File: config.mk
export PLATFORM = sky130hd
export DESIGN_NAME = cct_core
export DESIGN_NICKNAME = d
export VERILOG_FILES = /design/src/logic/cct_pkg.sv /design/src/logic/cct_core.sv
export SDC_FILE = /design/constraint.sdc
export NUM_CORES = 1
export LEC_CHECK = 0
export BUFFER_PORTS_ARGS = -buffer_cell sky130_fd_sc_hd__buf_2
export CORE_ASPECT_RATIO = 0.75
export CORE_MARGIN = 3
export CORE_UTILIZATION = 45
export CTS_CLUSTER_SIZE = 25
export DETAILED_ROUTE_END_ITERATION = 8
export PLACE_DENSITY_LB_ADDON = 0.12
export SLEW_MARGIN = 20
export SYNTH_ARGS = -nofsm -noshare
export SYNTH_HDL_FRONTEND = slang
export SYNTH_SLANG_ARGS = --single-unit
File: constraint.sdc
create_clock -name mclk -period 2.1 [get_ports mclk]
set_clock_uncertainty 0.15 [all_clocks]
set_input_delay 0.42 -clock mclk [delete_from_list [all_inputs] [get_ports mclk]]
set_output_delay 0.42 -clock mclk [all_outputs]
set_load 0.02 [all_outputs]
File: src/logic/cct_pkg.sv
// Constants and types shared by the capture/compare timer core
package cct_pkg;
  localparam logic [7:0] CCT_T1_SC    = 8'h20;
  localparam logic [7:0] CCT_T1_CNTH  = 8'h21;
  localparam logic [7:0] CCT_T1_CNTL  = 8'h22;
  localparam logic [7:0] CCT_T1_MODH  = 8'h23;
  localparam logic [7:0] CCT_T1_MODL  = 8'h24;
  localparam logic [7:0] CCT_T1_C0SC  = 8'h25;
  localparam logic [7:0] CCT_T1_C0H   = 8'h26;
  localparam logic [7:0] CCT_T1_C0L   = 8'h27;
  localparam logic [7:0] CCT_T1_C1SC  = 8'h28;
  localparam logic [7:0] CCT_T1_C1H   = 8'h29;
  localparam logic [7:0] CCT_T1_C1L   = 8'h2a;
  localparam logic [7:0] CCT_T2_SC    = 8'h2b;
  localparam logic [7:0] CCT_T2_CNTH  = 8'h2c;
  localparam logic [7:0] CCT_T2_CNTL  = 8'h2d;
  localparam logic [7:0] CCT_T2_MODH  = 8'h2e;
  localparam logic [7:0] CCT_T2_MODL  = 8'h2f;
  localparam logic [7:0] CCT_T2_C0SC  = 8'h30;
  localparam logic [7:0] CCT_T2_C0H   = 8'h31;
  localparam logic [7:0] CCT_T2_C0L   = 8'h32;
  localparam logic [7:0] CCT_T2_RSVD  = 8'h33;
  // Timer control bit positions
  localparam int CCT_SC_FLAG  = 7;
  localparam int CCT_SC_IE    = 6;
  localparam int CCT_SC_HALT  = 5;
  localparam int CCT_SC_RST   = 4;
  // Channel control bit positions
  localparam int CCT_CH_FLAG  = 7;
  localparam int CCT_CH_IE    = 6;
  localparam int CCT_CH_MSB   = 5;
  localparam int CCT_CH_MSA   = 4;
  localparam int CCT_CH_ELSB  = 3;
  localparam int CCT_CH_ELSA  = 2;
  localparam int CCT_CH_TOV   = 1;
  localparam int CCT_CH_MAX   = 0;
  localparam logic [7:0]  CCT_SC_RESET  = 8'h20;
  localparam logic [7:0]  CCT_CH_RESET  = 8'h00;
  localparam logic [15:0] CCT_MOD_RESET = 16'hffff;
  localparam logic [6:0]  CCT_PS_RESET  = 7'h00;

  typedef struct packed {
    logic        flag;
    logic        ie;
    logic        halt;
    logic [2:0]  ps;
    logic [6:0]  pre;
    logic [15:0] cnt;
    logic [15:0] wrap;
  } cct_tmr_t;

  typedef struct packed {
    logic [7:0]  ctl;
    logic [15:0] val;
    logic        pin;
    logic        pin_last;
  } cct_chan_t;

  typedef struct packed {
    cct_tmr_t     t1;
    cct_tmr_t     t2;
    cct_chan_t    c10;
    cct_chan_t    c11;
    cct_chan_t    c20;
    logic [7:0]   rdata;
  } cct_state_t;
endpackage

File: src/logic/cct_core.sv
// Two-instance capture/compare timer with byte register port
//
// Local design decision: the address-and-strobe port.
`timescale 1ns/1ps
module cct_core (
  input  wire logic       mclk,
  input  wire logic       rst,
  input  wire logic [7:0] addr,
  input  wire logic [7:0] wdata,
  input  wire logic       wr,
  input  wire logic       rd,
  output logic      [7:0] rdata,
  output logic            irq,
  input  wire logic [2:0] chan_pin_in,
  output logic      [2:0] chan_pin_out,
  output logic      [2:0] chan_pin_oe_n,
  output logic      [2:0] chan_pullup_ok
);
  cct_pkg::cct_state_t s_q;
  cct_pkg::cct_state_t s_d;

  // Prescaler tick: divide by 2^ps, ps 0..6 (seven rates); 7 behaves as 6
  function automatic logic tick_of(input cct_pkg::cct_tmr_t t);
    logic [6:0] m;
    m = 7'h00;
    case (t.ps)
      3'h0: m = 7'h00;
      3'h1: m = 7'h01;
      3'h2: m = 7'h03;
      3'h3: m = 7'h07;
      3'h4: m = 7'h0f;
      3'h5: m = 7'h1f;
      default: m = 7'h3f;
    endcase
    return !t.halt && ((t.pre & m) == m);
  endfunction

  // Counter step: halt holds, limit wraps to zero and raises flag
  function automatic cct_pkg::cct_tmr_t step(input cct_pkg::cct_tmr_t t);
    cct_pkg::cct_tmr_t n;
    n = t;
    if (!t.halt) begin
      n.pre = t.pre + 7'h01;
      if (tick_of(t)) begin
        n.pre = cct_pkg::CCT_PS_RESET;
        if (t.cnt == t.wrap) begin
          n.cnt  = 16'h0000;
          n.flag = 1'b1;
        end else begin
          n.cnt = t.cnt + 16'h0001;
        end
      end
    end
    return n;
  endfunction

  // Channel step; hit is taken against the shared counter
  function automatic cct_pkg::cct_chan_t chan_step(
      input cct_pkg::cct_chan_t c, input cct_pkg::cct_tmr_t t,
      input logic pin_in, input logic msb_ok);
    cct_pkg::cct_chan_t n;
    logic cap;
    logic rise;
    logic fall;
    logic tk;
    n = c;
    cap  = 1'b0;
    tk   = tick_of(t);
    rise = pin_in && !c.pin_last;
    fall = !pin_in && c.pin_last;
    n.pin_last = pin_in;
    if (!c.ctl[cct_pkg::CCT_CH_MSA] &&
        !(msb_ok && c.ctl[cct_pkg::CCT_CH_MSB])) begin
      unique case ({c.ctl[cct_pkg::CCT_CH_ELSB], c.ctl[cct_pkg::CCT_CH_ELSA]})
        2'b01:   cap = rise;
        2'b10:   cap = fall;
        2'b11:   cap = rise || fall;
        default: cap = 1'b0;
      endcase
      if (cap) begin
        n.val = t.cnt;
        n.ctl[cct_pkg::CCT_CH_FLAG] = 1'b1;
      end
    end else if (tk) begin
      if (c.ctl[cct_pkg::CCT_CH_TOV] && t.cnt == t.wrap) begin
        n.pin = !c.pin;
      end
      if (t.cnt == c.val) begin
        n.ctl[cct_pkg::CCT_CH_FLAG] = 1'b1;
        unique case ({c.ctl[cct_pkg::CCT_CH_ELSB], c.ctl[cct_pkg::CCT_CH_ELSA]})
          2'b01:   n.pin = !c.pin;
          2'b10:   n.pin = 1'b0;
          2'b11:   n.pin = 1'b1;
          default: ; // No pin action, so a wrap toggle survives
        endcase
      end
      if (c.ctl[cct_pkg::CCT_CH_MAX]) begin
        n.pin = 1'b1;
      end
    end
    return n;
  endfunction

  function automatic cct_pkg::cct_tmr_t tmr_wr(
      input cct_pkg::cct_tmr_t t, input logic [7:0] d);
    cct_pkg::cct_tmr_t n;
    n = t;
    n.ie   = d[cct_pkg::CCT_SC_IE];
    n.halt = d[cct_pkg::CCT_SC_HALT];
    n.ps   = d[2:0];
    if (!d[cct_pkg::CCT_SC_FLAG]) begin
      n.flag = 1'b0;
    end
    if (d[cct_pkg::CCT_SC_RST]) begin
      n.cnt = 16'h0000;
      n.pre = cct_pkg::CCT_PS_RESET;
    end
    return n;
  endfunction

  // Flag kept if hardware set it this cycle: set wins over clear
  function automatic logic [7:0] ch_wr(
      input logic [7:0] old, input logic [7:0] nxt, input logic [7:0] d,
      input logic msb_ok);
    logic [7:0] r;
    r = d;
    r[cct_pkg::CCT_CH_FLAG] = old[cct_pkg::CCT_CH_FLAG] &
                              d[cct_pkg::CCT_CH_FLAG];
    if (nxt[cct_pkg::CCT_CH_FLAG] && !old[cct_pkg::CCT_CH_FLAG]) begin
      r[cct_pkg::CCT_CH_FLAG] = 1'b1;
    end
    if (!msb_ok) begin
      r[cct_pkg::CCT_CH_MSB] = 1'b0;
    end
    return r;
  endfunction

  function automatic logic [7:0] sc_rd(input cct_pkg::cct_tmr_t t);
    return {t.flag, t.ie, t.halt, 2'b00, t.ps};
  endfunction

  always_comb begin
    logic f1;
    logic f2;
    s_d = s_q;
    f1 = 1'b0;
    f2 = 1'b0;
    s_d.t1  = step(s_q.t1);
    s_d.t2  = step(s_q.t2);
    s_d.c10 = chan_step(s_q.c10, s_q.t1, chan_pin_in[0], 1'b1);
    s_d.c11 = chan_step(s_q.c11, s_q.t1, chan_pin_in[1], 1'b0);
    s_d.c20 = chan_step(s_q.c20, s_q.t2, chan_pin_in[2], 1'b1);
    f1 = s_d.t1.flag && !s_q.t1.flag;
    f2 = s_d.t2.flag && !s_q.t2.flag;
    if (wr) begin
      unique case (addr)
        cct_pkg::CCT_T1_SC: begin
          s_d.t1 = tmr_wr(s_d.t1, wdata);
          if (f1) begin
            s_d.t1.flag = 1'b1;
          end
        end
        cct_pkg::CCT_T2_SC: begin
          s_d.t2 = tmr_wr(s_d.t2, wdata);
          if (f2) begin
            s_d.t2.flag = 1'b1;
          end
        end
        cct_pkg::CCT_T1_MODH: s_d.t1.wrap[15:8] = wdata;
        cct_pkg::CCT_T1_MODL: s_d.t1.wrap[7:0]  = wdata;
        cct_pkg::CCT_T2_MODH: s_d.t2.wrap[15:8] = wdata;
        cct_pkg::CCT_T2_MODL: s_d.t2.wrap[7:0]  = wdata;
        cct_pkg::CCT_T1_C0SC:
          s_d.c10.ctl = ch_wr(s_q.c10.ctl, s_d.c10.ctl, wdata, 1'b1);
        cct_pkg::CCT_T1_C1SC:
          s_d.c11.ctl = ch_wr(s_q.c11.ctl, s_d.c11.ctl, wdata, 1'b0);
        cct_pkg::CCT_T2_C0SC:
          s_d.c20.ctl = ch_wr(s_q.c20.ctl, s_d.c20.ctl, wdata, 1'b1);
        cct_pkg::CCT_T1_C0H: s_d.c10.val[15:8] = wdata;
        cct_pkg::CCT_T1_C0L: s_d.c10.val[7:0]  = wdata;
        cct_pkg::CCT_T1_C1H: s_d.c11.val[15:8] = wdata;
        cct_pkg::CCT_T1_C1L: s_d.c11.val[7:0]  = wdata;
        cct_pkg::CCT_T2_C0H: s_d.c20.val[15:8] = wdata;
        cct_pkg::CCT_T2_C0L: s_d.c20.val[7:0]  = wdata;
        default: ;
      endcase
    end
    s_d.rdata = 8'h00;
    if (rd) begin
      unique case (addr)
        cct_pkg::CCT_T1_SC:   s_d.rdata = sc_rd(s_q.t1);
        cct_pkg::CCT_T1_CNTH: s_d.rdata = s_q.t1.cnt[15:8];
        cct_pkg::CCT_T1_CNTL: s_d.rdata = s_q.t1.cnt[7:0];
        cct_pkg::CCT_T1_MODH: s_d.rdata = s_q.t1.wrap[15:8];
        cct_pkg::CCT_T1_MODL: s_d.rdata = s_q.t1.wrap[7:0];
        cct_pkg::CCT_T1_C0SC: s_d.rdata = s_q.c10.ctl;
        cct_pkg::CCT_T1_C0H:  s_d.rdata = s_q.c10.val[15:8];
        cct_pkg::CCT_T1_C0L:  s_d.rdata = s_q.c10.val[7:0];
        cct_pkg::CCT_T1_C1SC: s_d.rdata = s_q.c11.ctl;
        cct_pkg::CCT_T1_C1H:  s_d.rdata = s_q.c11.val[15:8];
        cct_pkg::CCT_T1_C1L:  s_d.rdata = s_q.c11.val[7:0];
        cct_pkg::CCT_T2_SC:   s_d.rdata = sc_rd(s_q.t2);
        cct_pkg::CCT_T2_CNTH: s_d.rdata = s_q.t2.cnt[15:8];
        cct_pkg::CCT_T2_CNTL: s_d.rdata = s_q.t2.cnt[7:0];
        cct_pkg::CCT_T2_MODH: s_d.rdata = s_q.t2.wrap[15:8];
        cct_pkg::CCT_T2_MODL: s_d.rdata = s_q.t2.wrap[7:0];
        cct_pkg::CCT_T2_C0SC: s_d.rdata = s_q.c20.ctl;
        cct_pkg::CCT_T2_C0H:  s_d.rdata = s_q.c20.val[15:8];
        cct_pkg::CCT_T2_C0L:  s_d.rdata = s_q.c20.val[7:0];
        default:              s_d.rdata = 8'h00; // Reserved and unmapped
      endcase
    end
  end

  always_ff @(posedge mclk) begin
    if (rst) begin
      s_q <= '0;
      s_q.t1.halt <= 1'b1;
      s_q.t2.halt <= 1'b1;
      s_q.t1.wrap <= cct_pkg::CCT_MOD_RESET;
      s_q.t2.wrap <= cct_pkg::CCT_MOD_RESET;
      s_q.c10.ctl <= cct_pkg::CCT_CH_RESET;
      s_q.c11.ctl <= cct_pkg::CCT_CH_RESET;
      s_q.c20.ctl <= cct_pkg::CCT_CH_RESET;
    end else begin
      s_q <= s_d;
    end
  end

  function automatic logic is_out(input logic [7:0] c, input logic msb_ok);
    return c[cct_pkg::CCT_CH_MSA] || (msb_ok && c[cct_pkg::CCT_CH_MSB]);
  endfunction

  assign rdata = s_q.rdata;
  assign chan_pin_out = {s_q.c20.pin, s_q.c11.pin, s_q.c10.pin};
  assign chan_pin_oe_n = {!is_out(s_q.c20.ctl, 1'b1),
                          !is_out(s_q.c11.ctl, 1'b0),
                          !is_out(s_q.c10.ctl, 1'b1)};
  // Pullup only legal on capture channels; port control gates it outside
  assign chan_pullup_ok = chan_pin_oe_n;
  assign irq = (s_q.t1.flag && s_q.t1.ie) || (s_q.t2.flag && s_q.t2.ie) ||
               (s_q.c10.ctl[7] && s_q.c10.ctl[6]) ||
               (s_q.c11.ctl[7] && s_q.c11.ctl[6]) ||
               (s_q.c20.ctl[7] && s_q.c20.ctl[6]);

  AST_RESET_HALT: assert property (@(posedge mclk)
    $past(rst) && !rst |-> s_q.t1.halt && !s_q.t1.flag && s_q.t1.ps == 3'h0)
    else $error("halt not set after reset");
  AST_WRAP_RESET: assert property (@(posedge mclk)
    $past(rst) && !rst |-> s_q.t1.wrap == cct_pkg::CCT_MOD_RESET &&
    s_q.t2.wrap == cct_pkg::CCT_MOD_RESET)
    else $error("wrap limit not all ones after reset");
  AST_HALT_HOLD: assert property (@(posedge mclk) disable iff (rst)
    s_q.t1.halt && !(wr && addr == 8'h20) |=> $stable(s_q.t1.cnt))
    else $error("counter moved while halted");
  AST_WRAP_ZERO: assert property (@(posedge mclk) disable iff (rst)
    !wr && !s_q.t1.halt && s_q.t1.ps == 3'h0 &&
    s_q.t1.cnt == s_q.t1.wrap |=> s_q.t1.cnt == 16'h0000 && s_q.t1.flag)
    else $error("no wrap to zero with flag");
  AST_COUNT_UP: assert property (@(posedge mclk) disable iff (rst)
    !wr && !s_q.t1.halt && s_q.t1.ps == 3'h0 &&
    s_q.t1.cnt != s_q.t1.wrap |=> s_q.t1.cnt == $past(s_q.t1.cnt) + 16'h1)
    else $error("counter did not step by one");
  AST_RESET_BIT: assert property (@(posedge mclk) disable iff (rst)
    wr && addr == 8'h20 && wdata[4] |=> s_q.t1.cnt == 16'h0000)
    else $error("reset bit did not clear counter");
  AST_READ_CNT: assert property (@(posedge mclk) disable iff (rst)
    rd && addr == 8'h22 |=> rdata == $past(s_q.t1.cnt[7:0]))
    else $error("counter low read mismatch");
  AST_CH1_BIT5: assert property (@(posedge mclk) disable iff (rst)
    s_q.c11.ctl[5] == 1'b0)
    else $error("channel 1 bit 5 not zero");
  AST_SC_BIT3: assert property (@(posedge mclk) disable iff (rst)
    rd && (addr == 8'h20 || addr == 8'h2b) |=> rdata[4:3] == 2'b00)
    else $error("timer control bits 4..3 not zero");
  AST_CAPTURE: assert property (@(posedge mclk) disable iff (rst)
    !s_q.c10.ctl[5] && !s_q.c10.ctl[4] && s_q.c10.ctl[3:2] == 2'b01 &&
    chan_pin_in[0] && !s_q.c10.pin_last &&
    !(wr && (addr == 8'h26 || addr == 8'h27))
    |=> s_q.c10.val == $past(s_q.t1.cnt))
    else $error("capture did not latch counter");
  AST_CAPTURE_FLAG: assert property (@(posedge mclk)
    disable iff (rst)
    !s_q.c10.ctl[5] && !s_q.c10.ctl[4] && s_q.c10.ctl[3:2] == 2'b01 &&
    chan_pin_in[0] && !s_q.c10.pin_last |=> s_q.c10.ctl[7])
    else $error("capture did not raise channel flag");

  // Register writes land one cycle after the strobe
  AST_WRAP_WRITE: assert property (@(posedge mclk)
    disable iff (rst)
    wr && addr == cct_pkg::CCT_T1_MODL |=> s_q.t1.wrap[7:0] == $past(wdata))
    else $error("wrap limit low byte not written");
  AST_CH0_WRITE: assert property (@(posedge mclk)
    disable iff (rst)
    wr && addr == cct_pkg::CCT_T1_C0SC |=>
    s_q.c10.ctl[6:0] == $past(wdata[6:0]))
    else $error("channel 0 control bits not written");
  AST_T2_VALUE: assert property (@(posedge mclk)
    disable iff (rst)
    wr && addr == cct_pkg::CCT_T2_C0H |=> s_q.c20.val[15:8] == $past(wdata))
    else $error("second timer channel value not written");
  AST_RSVD_READ: assert property (@(posedge mclk)
    disable iff (rst)
    rd && addr == cct_pkg::CCT_T2_RSVD |=> rdata == 8'h00)
    else $error("reserved location read not zero");
  AST_T2_CNT_RD: assert property (@(posedge mclk)
    disable iff (rst)
    rd && addr == cct_pkg::CCT_T2_CNTH |=> rdata == $past(s_q.t2.cnt[15:8]))
    else $error("second counter high read mismatch");
  AST_T2_HOLD: assert property (@(posedge mclk)
    disable iff (rst)
    s_q.t2.halt && !(wr && addr == cct_pkg::CCT_T2_SC) |=>
    $stable(s_q.t2.cnt))
    else $error("second counter moved while halted");

  // Flag only drops on a write of zero; a write of one leaves it alone
  AST_FLAG_KEEP: assert property (@(posedge mclk)
    disable iff (rst)
    s_q.t1.flag &&
    !(wr && addr == cct_pkg::CCT_T1_SC && !wdata[cct_pkg::CCT_SC_FLAG])
    |=> s_q.t1.flag)
    else $error("overflow flag dropped without a clearing write");
  AST_FLAG_CLR: assert property (@(posedge mclk)
    disable iff (rst)
    wr && addr == cct_pkg::CCT_T1_SC && !wdata[cct_pkg::CCT_SC_FLAG] &&
    s_q.t1.halt |=> !s_q.t1.flag)
    else $error("overflow flag not cleared by write of zero");
  AST_IRQ_RAISE: assert property (@(posedge mclk)
    disable iff (rst)
    s_q.t1.flag && wr && addr == cct_pkg::CCT_T1_SC &&
    wdata[cct_pkg::CCT_SC_FLAG] && wdata[cct_pkg::CCT_SC_IE] |=> irq)
    else $error("enabled overflow flag raised no interrupt");

  // With prescale 4 the counter only moves on every fourth cycle
  AST_PRESCALE: assert property (@(posedge mclk)
    disable iff (rst)
    !wr && s_q.t1.ps == 3'h2 && s_q.t1.pre[1:0] != 2'b11 |=>
    $stable(s_q.t1.cnt))
    else $error("counter moved between prescaled ticks");

  // Pin drive and pullup permission follow the channel mode
  AST_MODE_OE: assert property (@(posedge mclk)
    disable iff (rst)
    chan_pin_oe_n[1] == !s_q.c11.ctl[cct_pkg::CCT_CH_MSA] &&
    chan_pin_oe_n[2] == !(s_q.c20.ctl[cct_pkg::CCT_CH_MSA] ||
                          s_q.c20.ctl[cct_pkg::CCT_CH_MSB]))
    else $error("pin drive does not follow channel mode");
  AST_NO_PULLUP: assert property (@(posedge mclk)
    disable iff (rst)
    s_q.c10.ctl[cct_pkg::CCT_CH_MSA] |-> !chan_pullup_ok[0])
    else $error("pullup allowed on a compare channel");

  // Compare channels of both timers, counter ticking every cycle
  AST_CMP_SET: assert property (@(posedge mclk)
    disable iff (rst)
    s_q.c20.ctl[cct_pkg::CCT_CH_MSA] && s_q.c20.ctl[3:2] == 2'b11 &&
    !s_q.t2.halt && s_q.t2.ps == 3'h0 && s_q.t2.cnt == s_q.c20.val
    |=> chan_pin_out[2])
    else $error("compare match did not set pin");
  AST_CMP_CLR: assert property (@(posedge mclk)
    disable iff (rst)
    s_q.c20.ctl[cct_pkg::CCT_CH_MSA] && s_q.c20.ctl[3:2] == 2'b10 &&
    !s_q.c20.ctl[cct_pkg::CCT_CH_MAX] &&
    !s_q.t2.halt && s_q.t2.ps == 3'h0 && s_q.t2.cnt == s_q.c20.val
    |=> !chan_pin_out[2])
    else $error("compare match did not clear pin");
  AST_WRAP_TOGGLE: assert property (@(posedge mclk)
    disable iff (rst)
    s_q.c11.ctl[cct_pkg::CCT_CH_MSA] && s_q.c11.ctl[3:0] == 4'h2 &&
    !s_q.t1.halt && s_q.t1.ps == 3'h0 &&
    s_q.t1.cnt == s_q.t1.wrap |=> chan_pin_out[1] != $past(chan_pin_out[1]))
    else $error("pin did not toggle at wrap limit");

  COV_WRAP: cover property (@(posedge mclk) s_q.t1.flag && s_q.t1.cnt == 16'h0);
  COV_CAPTURE: cover property (@(posedge mclk) s_q.c10.ctl[7]);
  COV_COMPARE: cover property (@(posedge mclk) $changed(chan_pin_out[2]));
  COV_IRQ: cover property (@(posedge mclk) irq);
  COV_TOGGLE: cover property (@(posedge mclk) $changed(chan_pin_out[1]));
endmodule

Yosys cells after proc, flatten, opt, wreduce, memory -nomap -nowiden
Cells that the tools add are included.
{"block": "classes", "n_addsub": 4, "n_eq_ne": 47, "n_mux": 80, "bitwise": 10, "n_reduce_logical": 72}
{"cell": "$eq A8 B6 Y1 const B", "count": 19}
{"cell": "$pmux W8 S19", "count": 1}
{"cell": "$mux W23", "count": 6}
{"cell": "$mux W16", "count": 8}
{"cell": "$mux W114", "count": 1}
{"cell": "$mux W8", "count": 13}
{"cell": "$eq A16 B16 Y1", "count": 5}
{"cell": "$pmux W6 S6", "count": 2}
{"cell": "$mux W29", "count": 2}
{"cell": "$mux W24", "count": 2}
{"cell": "$mux W1", "count": 37}
{"cell": "$add A16 B1 Y16 const B", "count": 2}
{"cell": "$and A7 B7 Y7", "count": 4}
{"cell": "$eq A7 B7 Y1", "count": 4}
{"cell": "$logic_and A1 B1 Y1", "count": 25}
{"cell": "$reduce_and A2 Y1", "count": 12}
{"cell": "$logic_not A1 Y1", "count": 23}
{"cell": "$pmux W1 S3", "count": 6}
{"cell": "$add A7 B1 Y7 const B", "count": 2}
{"cell": "$mux W7", "count": 2}
{"cell": "$eq A2 B2 Y1 const B", "count": 6}
{"cell": "$eq A3 B2 Y1 const B", "count": 4}
{"cell": "$eq A3 B3 Y1 const B", "count": 4}
{"cell": "$logic_or A1 B1 Y1", "count": 9}
{"cell": "6 further kinds", "count": 14}
{"block": "totals", "reg_bits": 175, "inputBits": 23, "output_inout_bits": 18, "word_cells": 245}

Longest topological paths before layout
{"block": "depth", "depth_word": 12, "mapped_depth": 10, "mapped_depth_nobuf": 8}

Worst setup path before layout
OpenSTA, ideal clock, no wires.
{"block": "synth_path", "kind": "input to register", "start": "in chan_pin_in[1]", "end": "reg s_q[46] (netlist name)", "setup_ns": 0.091, "arrival_ns": 1.988, "required_ns": 1.859, "setup_slack_ns": -0.129, "stages": 9, "n_path_buf": 1, "cell_sequence": "inv_1 > ha_1 > nand2b_1 > a21oi_1 > a31oi_1 > nor2_1 > clkbuf_1 > nand2_1 > a311oi_1"}
{"block": "synth_via", "elab_chain_cells": 9, "elab_cells_between_ends": 10, "classes_between": "6 x mux; 4 x reduce/logical"}
{"element": "from (decl)", "line": "cct_core.sv:14", "text": "input wire logic [2:0] chan_pin_in,"}
{"element": "$logic_not A1 Y1", "line": "cct_core.sv:70", "text": "fall = !pin_in && c.pin_last;"}
{"element": "$logic_and A1 B1 Y1", "line": "cct_core.sv:70"}
{"element": "$logic_or A1 B1 Y1", "line": "cct_core.sv:77", "text": "2'b11: cap = rise || fall;"}
{"element": "$pmux W1 S3 (*)", "line": "cct_core.sv:74", "text": "unique case ({c.ctl[cct_pkg::CCT_CH_ELSB], c.ctl[cct_pkg::CCT_CH_ELSA]})"}
{"element": "$mux W1 (*)", "line": "cct_core.sv:72", "text": "if (!c.ctl[cct_pkg::CCT_CH_MSA] &&"}
{"element": "$mux W16 (*)", "line": "cct_core.sv:80", "text": "if (cap) begin"}
{"element": "$mux W16 (*)", "line": "cct_core.sv:72"}
{"element": "$mux W8", "line": "cct_core.sv:156", "text": "unique case (addr)"}
{"element": "$mux W24 (*)", "line": "cct_core.sv:155", "text": "if (wr) begin"}
{"element": "to (decl)", "line": "cct_core.sv:19", "text": "cct_pkg::cct_state_t s_q;"}
Mark *: on every way between the ends. The rest lies on a longest branch, timed or not. The select of a mux whose other input is x is not followed.
A chain may end at the register's enable or synchronous reset.

Worst setup path in the final report
{"block": "layout_path", "start": "reg s_q[102] (netlist name)", "end": "reg s_q (netlist bit chan_pin_out[2])"}
{"block": "layout_via", "elab_chain_cells": 6, "elab_cells_between_ends": 7, "classes_between": "2 x eq/ne; 4 x mux; 1 x reduce/logical"}
{"element": "$eq A16 B16 Y1", "line": "cct_core.sv:85", "text": "if (c.ctl[cct_pkg::CCT_CH_TOV] && t.cnt == t.wrap) begin"}
{"element": "$logic_and A1 B1 Y1", "line": "cct_core.sv:85"}
{"element": "$mux W1", "line": "cct_core.sv:85"}
{"element": "$pmux W1 S3", "line": "cct_core.sv:90", "text": "unique case ({c.ctl[cct_pkg::CCT_CH_ELSB], c.ctl[cct_pkg::CCT_CH_ELSA]})"}
{"element": "$mux W1 (*)", "line": "cct_core.sv:88", "text": "if (t.cnt == c.val) begin"}
{"element": "$mux W1 (*)", "line": "cct_core.sv:97", "text": "if (c.ctl[cct_pkg::CCT_CH_MAX]) begin"}
Mark *: on every way between the ends. The rest lies on a longest branch, timed or not.

==> impl_metrics.tcl <==
set metrics [dict create \
    cts-root-to-sink-buffers 2 \
    worst_slew_pin_tran_ps 634.3 \
    design.core.area_mm2 0.02153 \
    drive_above_1_share_pct 28.76 \
    antenna_violating_nets_left 0 \
    power_density_mw_per_mm2 555.7 \
    timing.critical_path.arrival_ps 2310 \
    setup.worst_path.start_class "register" \
    min-delay-path-class "in2reg" \
    setup.worst_path.class "reg2reg" \
    grt_remaining_overflow 0 \
    period_needed_ps 2106 \
    drt_first_pass_iters 5 \
    synth-main-ff-cell "sky130_fd_sc_hd__dfxtp_1" \
    grt_antenna_before_repair 0 \
    fin_util_pct 59.13 \
    final_min_period_over_clock_period_pct 100.3 \
    crit_path_max_fanout 2 \
    routed_wire_length_per_instance_um 22.77 \
    rr_endpoint "chan_pin_out[2]$_SDFFE_PP0P_" \
    ff2ff_path_depth 8 \
    critPathMaxStageDelay_ps 410 \
    cts.reportedPaths.clkPinSlew_ps 80 \
    num_antenna_cells 0 \
    die_h_um 135.3 \
    ys_seq_area_share_pct 34.51 \
    r2r-start "s_q[102]$_SDFF_PP0_" \
    reg2reg_setup_slack_ps -6 \
    worst_path_most_repeated_cell "sky130_fd_sc_hd__buf_4" \
    required_ps 2310 \
    synth.net_count 1241 \
    finalMaxSlewViolations 0 \
    async_reset_ff_share_pct 0 \
    stdcell_count 1651 \
    holdCritStartpoint "chan_pin_in[2]" \
    root_buffer_cell "sky130_fd_sc_hd__clkbuf_16" \
    fp-row-count 46 \
    totalWireLength_mm 37.59 \
    ys_warn_count 0 \
    ctsHoldBuffers 0 \
    synth_enable_flop_cells 0 \
    hold-path-cell-count 3 \
    clock_latency_ps 450 \
    cp-end-kind "register" \
    htreeDepth 4 \
    finalNetCount 1384 \
    slew_headroom_pct 57.72 \
    count_of_clock_tree_sinks 173 \
    timing.final.hold_violations 0 \
    whs_ps 77.38 \
    port-buffer-count 40 \
    drt-vias-per-instance 5.973 \
    areaGrowthSynthToFinish_pct 26.83 \
    violations "setup timing" \
    maxCapViolCount 0 \
    synthesis.area_per_instance_um2 8.308 \
    drc_errors 0 \
    timing.hold.worst_endpoint "s_q[8]$_SDFF_PP0_" \
    grt_start_max_net_pins 48 \
    synth-seq-cells 173 \
    first_global_vias 9084 \
    outcome "finished with violations" \
    syn-cell-area_mm2 0.01004 \
    cp_num_buf_inv 2 \
    crit_slowest_cell "sky130_fd_sc_hd__dfxtp_1" \
    initial_utilization_pct 46.62 \
    setup_violations 1 \
    layout_setup_ws_ps -6.323 \
    die_area_mm2 0.02415 \
    floorplan.die.width_um 178.4 \
    globalRouteTotalUtil_pct 31.17 \
    multi_input_area_mm2 0.006232 \
    placed_cells_incl_taps 1615 \
    io-pin-count 41 \
    crit_path_cell_trace "xnor2_2 > nand4_1 > nor4_4 > buf_4 > nor3b_2 > buf_4 > o2111ai_2 > a31oi_1" \
    fmax_ghz 0.4748 \
    synth.lib_cells_used.distinct 69 \
    rsz0062_at_grt "true" \
    detailedPlace.worstSlack_ps -232.1 \
    initialDrtViolationCount 1268 \
    n_fill_cell 1974 \
    place_hpwl_mm 27.33 \
    globalplace.congestion 0.9985 \
    timing.critical_path.max_delay_family "simple AND/OR/NAND/NOR gates" \
    area.sequential_mm2 0.003542 \
    grt_pass1_wl_mm 56.46 \
    cts_made_buffers 17 \
    ir_drop_uv 531.6 \
    postSynthCellCount 1208 \
    total_leakage_power_nw 4.793 \
    cts_tree "yes" \
    dr_total_vias 9862 \
]
[sequential cells by signal, summed over array words and instances, names as in the netlist]
register	flops
s_q	162
chan_pin_out	3
rdata	8
[layer usage]
layer  global-route usage, %  wire, um
met4                   7.612       672
met5                       0        23
met3                   10.03      4078
met1                   47.63     17900
met2                   41.74     14910
[report_power, final]
part	total, mW	internal, mW	switching, mW
sequential	3.28	3.27	0.00789
combinational	0.498	0.190	0.307
clock	3.30	1.78	1.52
[area by class of cell]
type,count,share of cell area [%]
Timing Repair Buffer,244,15.31
Tap cell,288,2.831
Multi-Input combinational cell,899,48.96
Inverter,16,0.4718
Sequential cell,173,27.83
Clock inverter,14,1.258
Clock buffer,17,3.342
[how the worst max path moves through the flow]
stage | from | to | slack (ps) | cells past startpoint
detailed placement | addr[4] | s_q[80]$_SDFFE_PP0P_ | -230 | 7
global route | s_q[165]$_SDFF_PP0_ | chan_pin_out[0]$_SDFFE_PP0P_ | -110 | 8
finish | s_q[102]$_SDFF_PP0_ | chan_pin_out[2]$_SDFFE_PP0P_ | -6 | 8
floorplan | addr[4] | s_q[105]$_SDFF_PP0_ | 0.4 | 7
CTS | s_q[148]$_SDFF_PP0_ | chan_pin_out[1]$_SDFFE_PP0P_ | 1 | 8
global placement | addr[1] | rdata[2]$_SDFF_PP0_ | -240 | 7
[timing repair]
item | 4_1_cts | 5_1_grt
pin swaps | 6 | 28
setup endpoints to repair | 27 | 26
buffers inserted | 2 | 3
resized for setup | 27 | 81
[worst register-to-register path, delay by kind of cell (launching register included)]
| kind | cells | cell delay [ps] |
|---|---|---|
| compound gates | 2 | 290 |
| buf+inv | 2 | 320 |
| xor+xnor | 1 | 140 |
| simple gates | 3 | 700 |
| flops | 1 | 410 |
[layout by cell type, fill, tap and decap left out, types with 7 or more instances in the layout]
master / n
sky130_fd_sc_hd__xnor2_2: 15
sky130_fd_sc_hd__ha_1: 10
sky130_fd_sc_hd__o21ai_0: 35
sky130_fd_sc_hd__buf_12: 13
sky130_fd_sc_hd__a211oi_1: 34
sky130_fd_sc_hd__mux4_2: 11
sky130_fd_sc_hd__dfxtp_2: 33
sky130_fd_sc_hd__a31oi_1: 9
sky130_fd_sc_hd__xor2_1: 18
sky130_fd_sc_hd__buf_4: 180
sky130_fd_sc_hd__nand3b_1: 40
sky130_fd_sc_hd__a311oi_1: 19
sky130_fd_sc_hd__inv_1: 16
sky130_fd_sc_hd__buf_6: 13
sky130_fd_sc_hd__nor2b_1: 12
sky130_fd_sc_hd__nand4_1: 33
sky130_fd_sc_hd__and2_1: 7
sky130_fd_sc_hd__a21oi_1: 40
sky130_fd_sc_hd__nand3_1: 42
sky130_fd_sc_hd__mux2_2: 12
sky130_fd_sc_hd__dfxtp_1: 130
sky130_fd_sc_hd__clkbuf_16: 17
sky130_fd_sc_hd__nand2_1: 141
sky130_fd_sc_hd__buf_2: 38
sky130_fd_sc_hd__xnor2_1: 74
sky130_fd_sc_hd__a22oi_1: 17
sky130_fd_sc_hd__nand2b_1: 9
sky130_fd_sc_hd__nor2_1: 129
sky130_fd_sc_hd__dfxtp_4: 10
sky130_fd_sc_hd__nor3_1: 12
sky130_fd_sc_hd__and3_1: 10
sky130_fd_sc_hd__mux2i_1: 68
[stage by stage]
stage | instance area, um2 | TNS, ps | total power [mW]
floorplan | 10050 | 0 | 3.608
global placement | 11730 | -11460 | 3.847
detailed placement | 11730 | -13550 | 3.848
CTS | 12420 | 0 | 7.088
global route | 12730 | -422.2 | 7.266
finish | 12730 | -6.323 | 7.073
[cells by family after synthesis]
group           share of synthesized area, %
simple gates                           24.24
fa+ha+maj                              1.247
compound gates                         14.04
buf+inv                                6.034
flops                                  34.51
xor+xnor                               9.338
mux                                    10.60
[cell usage after synthesis, types with 3 or more instances]
cell type                   number  area share [%]
sky130_fd_sc_hd__xnor2_1        89             7.8
sky130_fd_sc_hd__nand2_1       141             5.3
sky130_fd_sc_hd__a211o_1         6            0.52
sky130_fd_sc_hd__a22o_1          3            0.26
sky130_fd_sc_hd__a21oi_1        42             2.1
sky130_fd_sc_hd__a22oi_1        17             1.3
sky130_fd_sc_hd__a41oi_1         3            0.26
sky130_fd_sc_hd__a21o_1          4            0.30
sky130_fd_sc_hd__buf_4          15             1.1
sky130_fd_sc_hd__mux2i_1        68             6.8
sky130_fd_sc_hd__a221oi_1        6            0.52
sky130_fd_sc_hd__nor3_1         16            0.80
sky130_fd_sc_hd__a311oi_1       19             1.7
sky130_fd_sc_hd__a21boi_0        3            0.22
sky130_fd_sc_hd__or3_1           5            0.31
sky130_fd_sc_hd__nor4_1          7            0.44
sky130_fd_sc_hd__buf_1           6            0.22
sky130_fd_sc_hd__nor2_2          3            0.19
sky130_fd_sc_hd__nand3_1        42             2.1
sky130_fd_sc_hd__nand4_1        33             2.1
sky130_fd_sc_hd__dfxtp_1       173              35
sky130_fd_sc_hd__mux4_2         11             2.5
sky130_fd_sc_hd__and4_1          4            0.35
sky130_fd_sc_hd__o2bb2ai_1       3            0.26
sky130_fd_sc_hd__buf_2          29             1.4
sky130_fd_sc_hd__inv_1          16            0.60
sky130_fd_sc_hd__a31oi_1         9            0.56
sky130_fd_sc_hd__o31ai_1         4            0.30
sky130_fd_sc_hd__o21ai_0        36             1.8
sky130_fd_sc_hd__ha_1           10             1.2
sky130_fd_sc_hd__a211oi_1       34             2.5
sky130_fd_sc_hd__nor3b_1         4            0.30
sky130_fd_sc_hd__nor2b_1        12            0.75
sky130_fd_sc_hd__clkbuf_1       68             2.5
sky130_fd_sc_hd__nand3b_1       40             3.0
sky130_fd_sc_hd__xor2_1         18             1.6
sky130_fd_sc_hd__nor4bb_1        3            0.30
sky130_fd_sc_hd__nand2b_1        9            0.56
sky130_fd_sc_hd__nor2_1        131             4.9
sky130_fd_sc_hd__mux2_2         12             1.3
sky130_fd_sc_hd__and2_1          7            0.44
sky130_fd_sc_hd__and3_1         11            0.69
(Power assumes the default switching activity.)
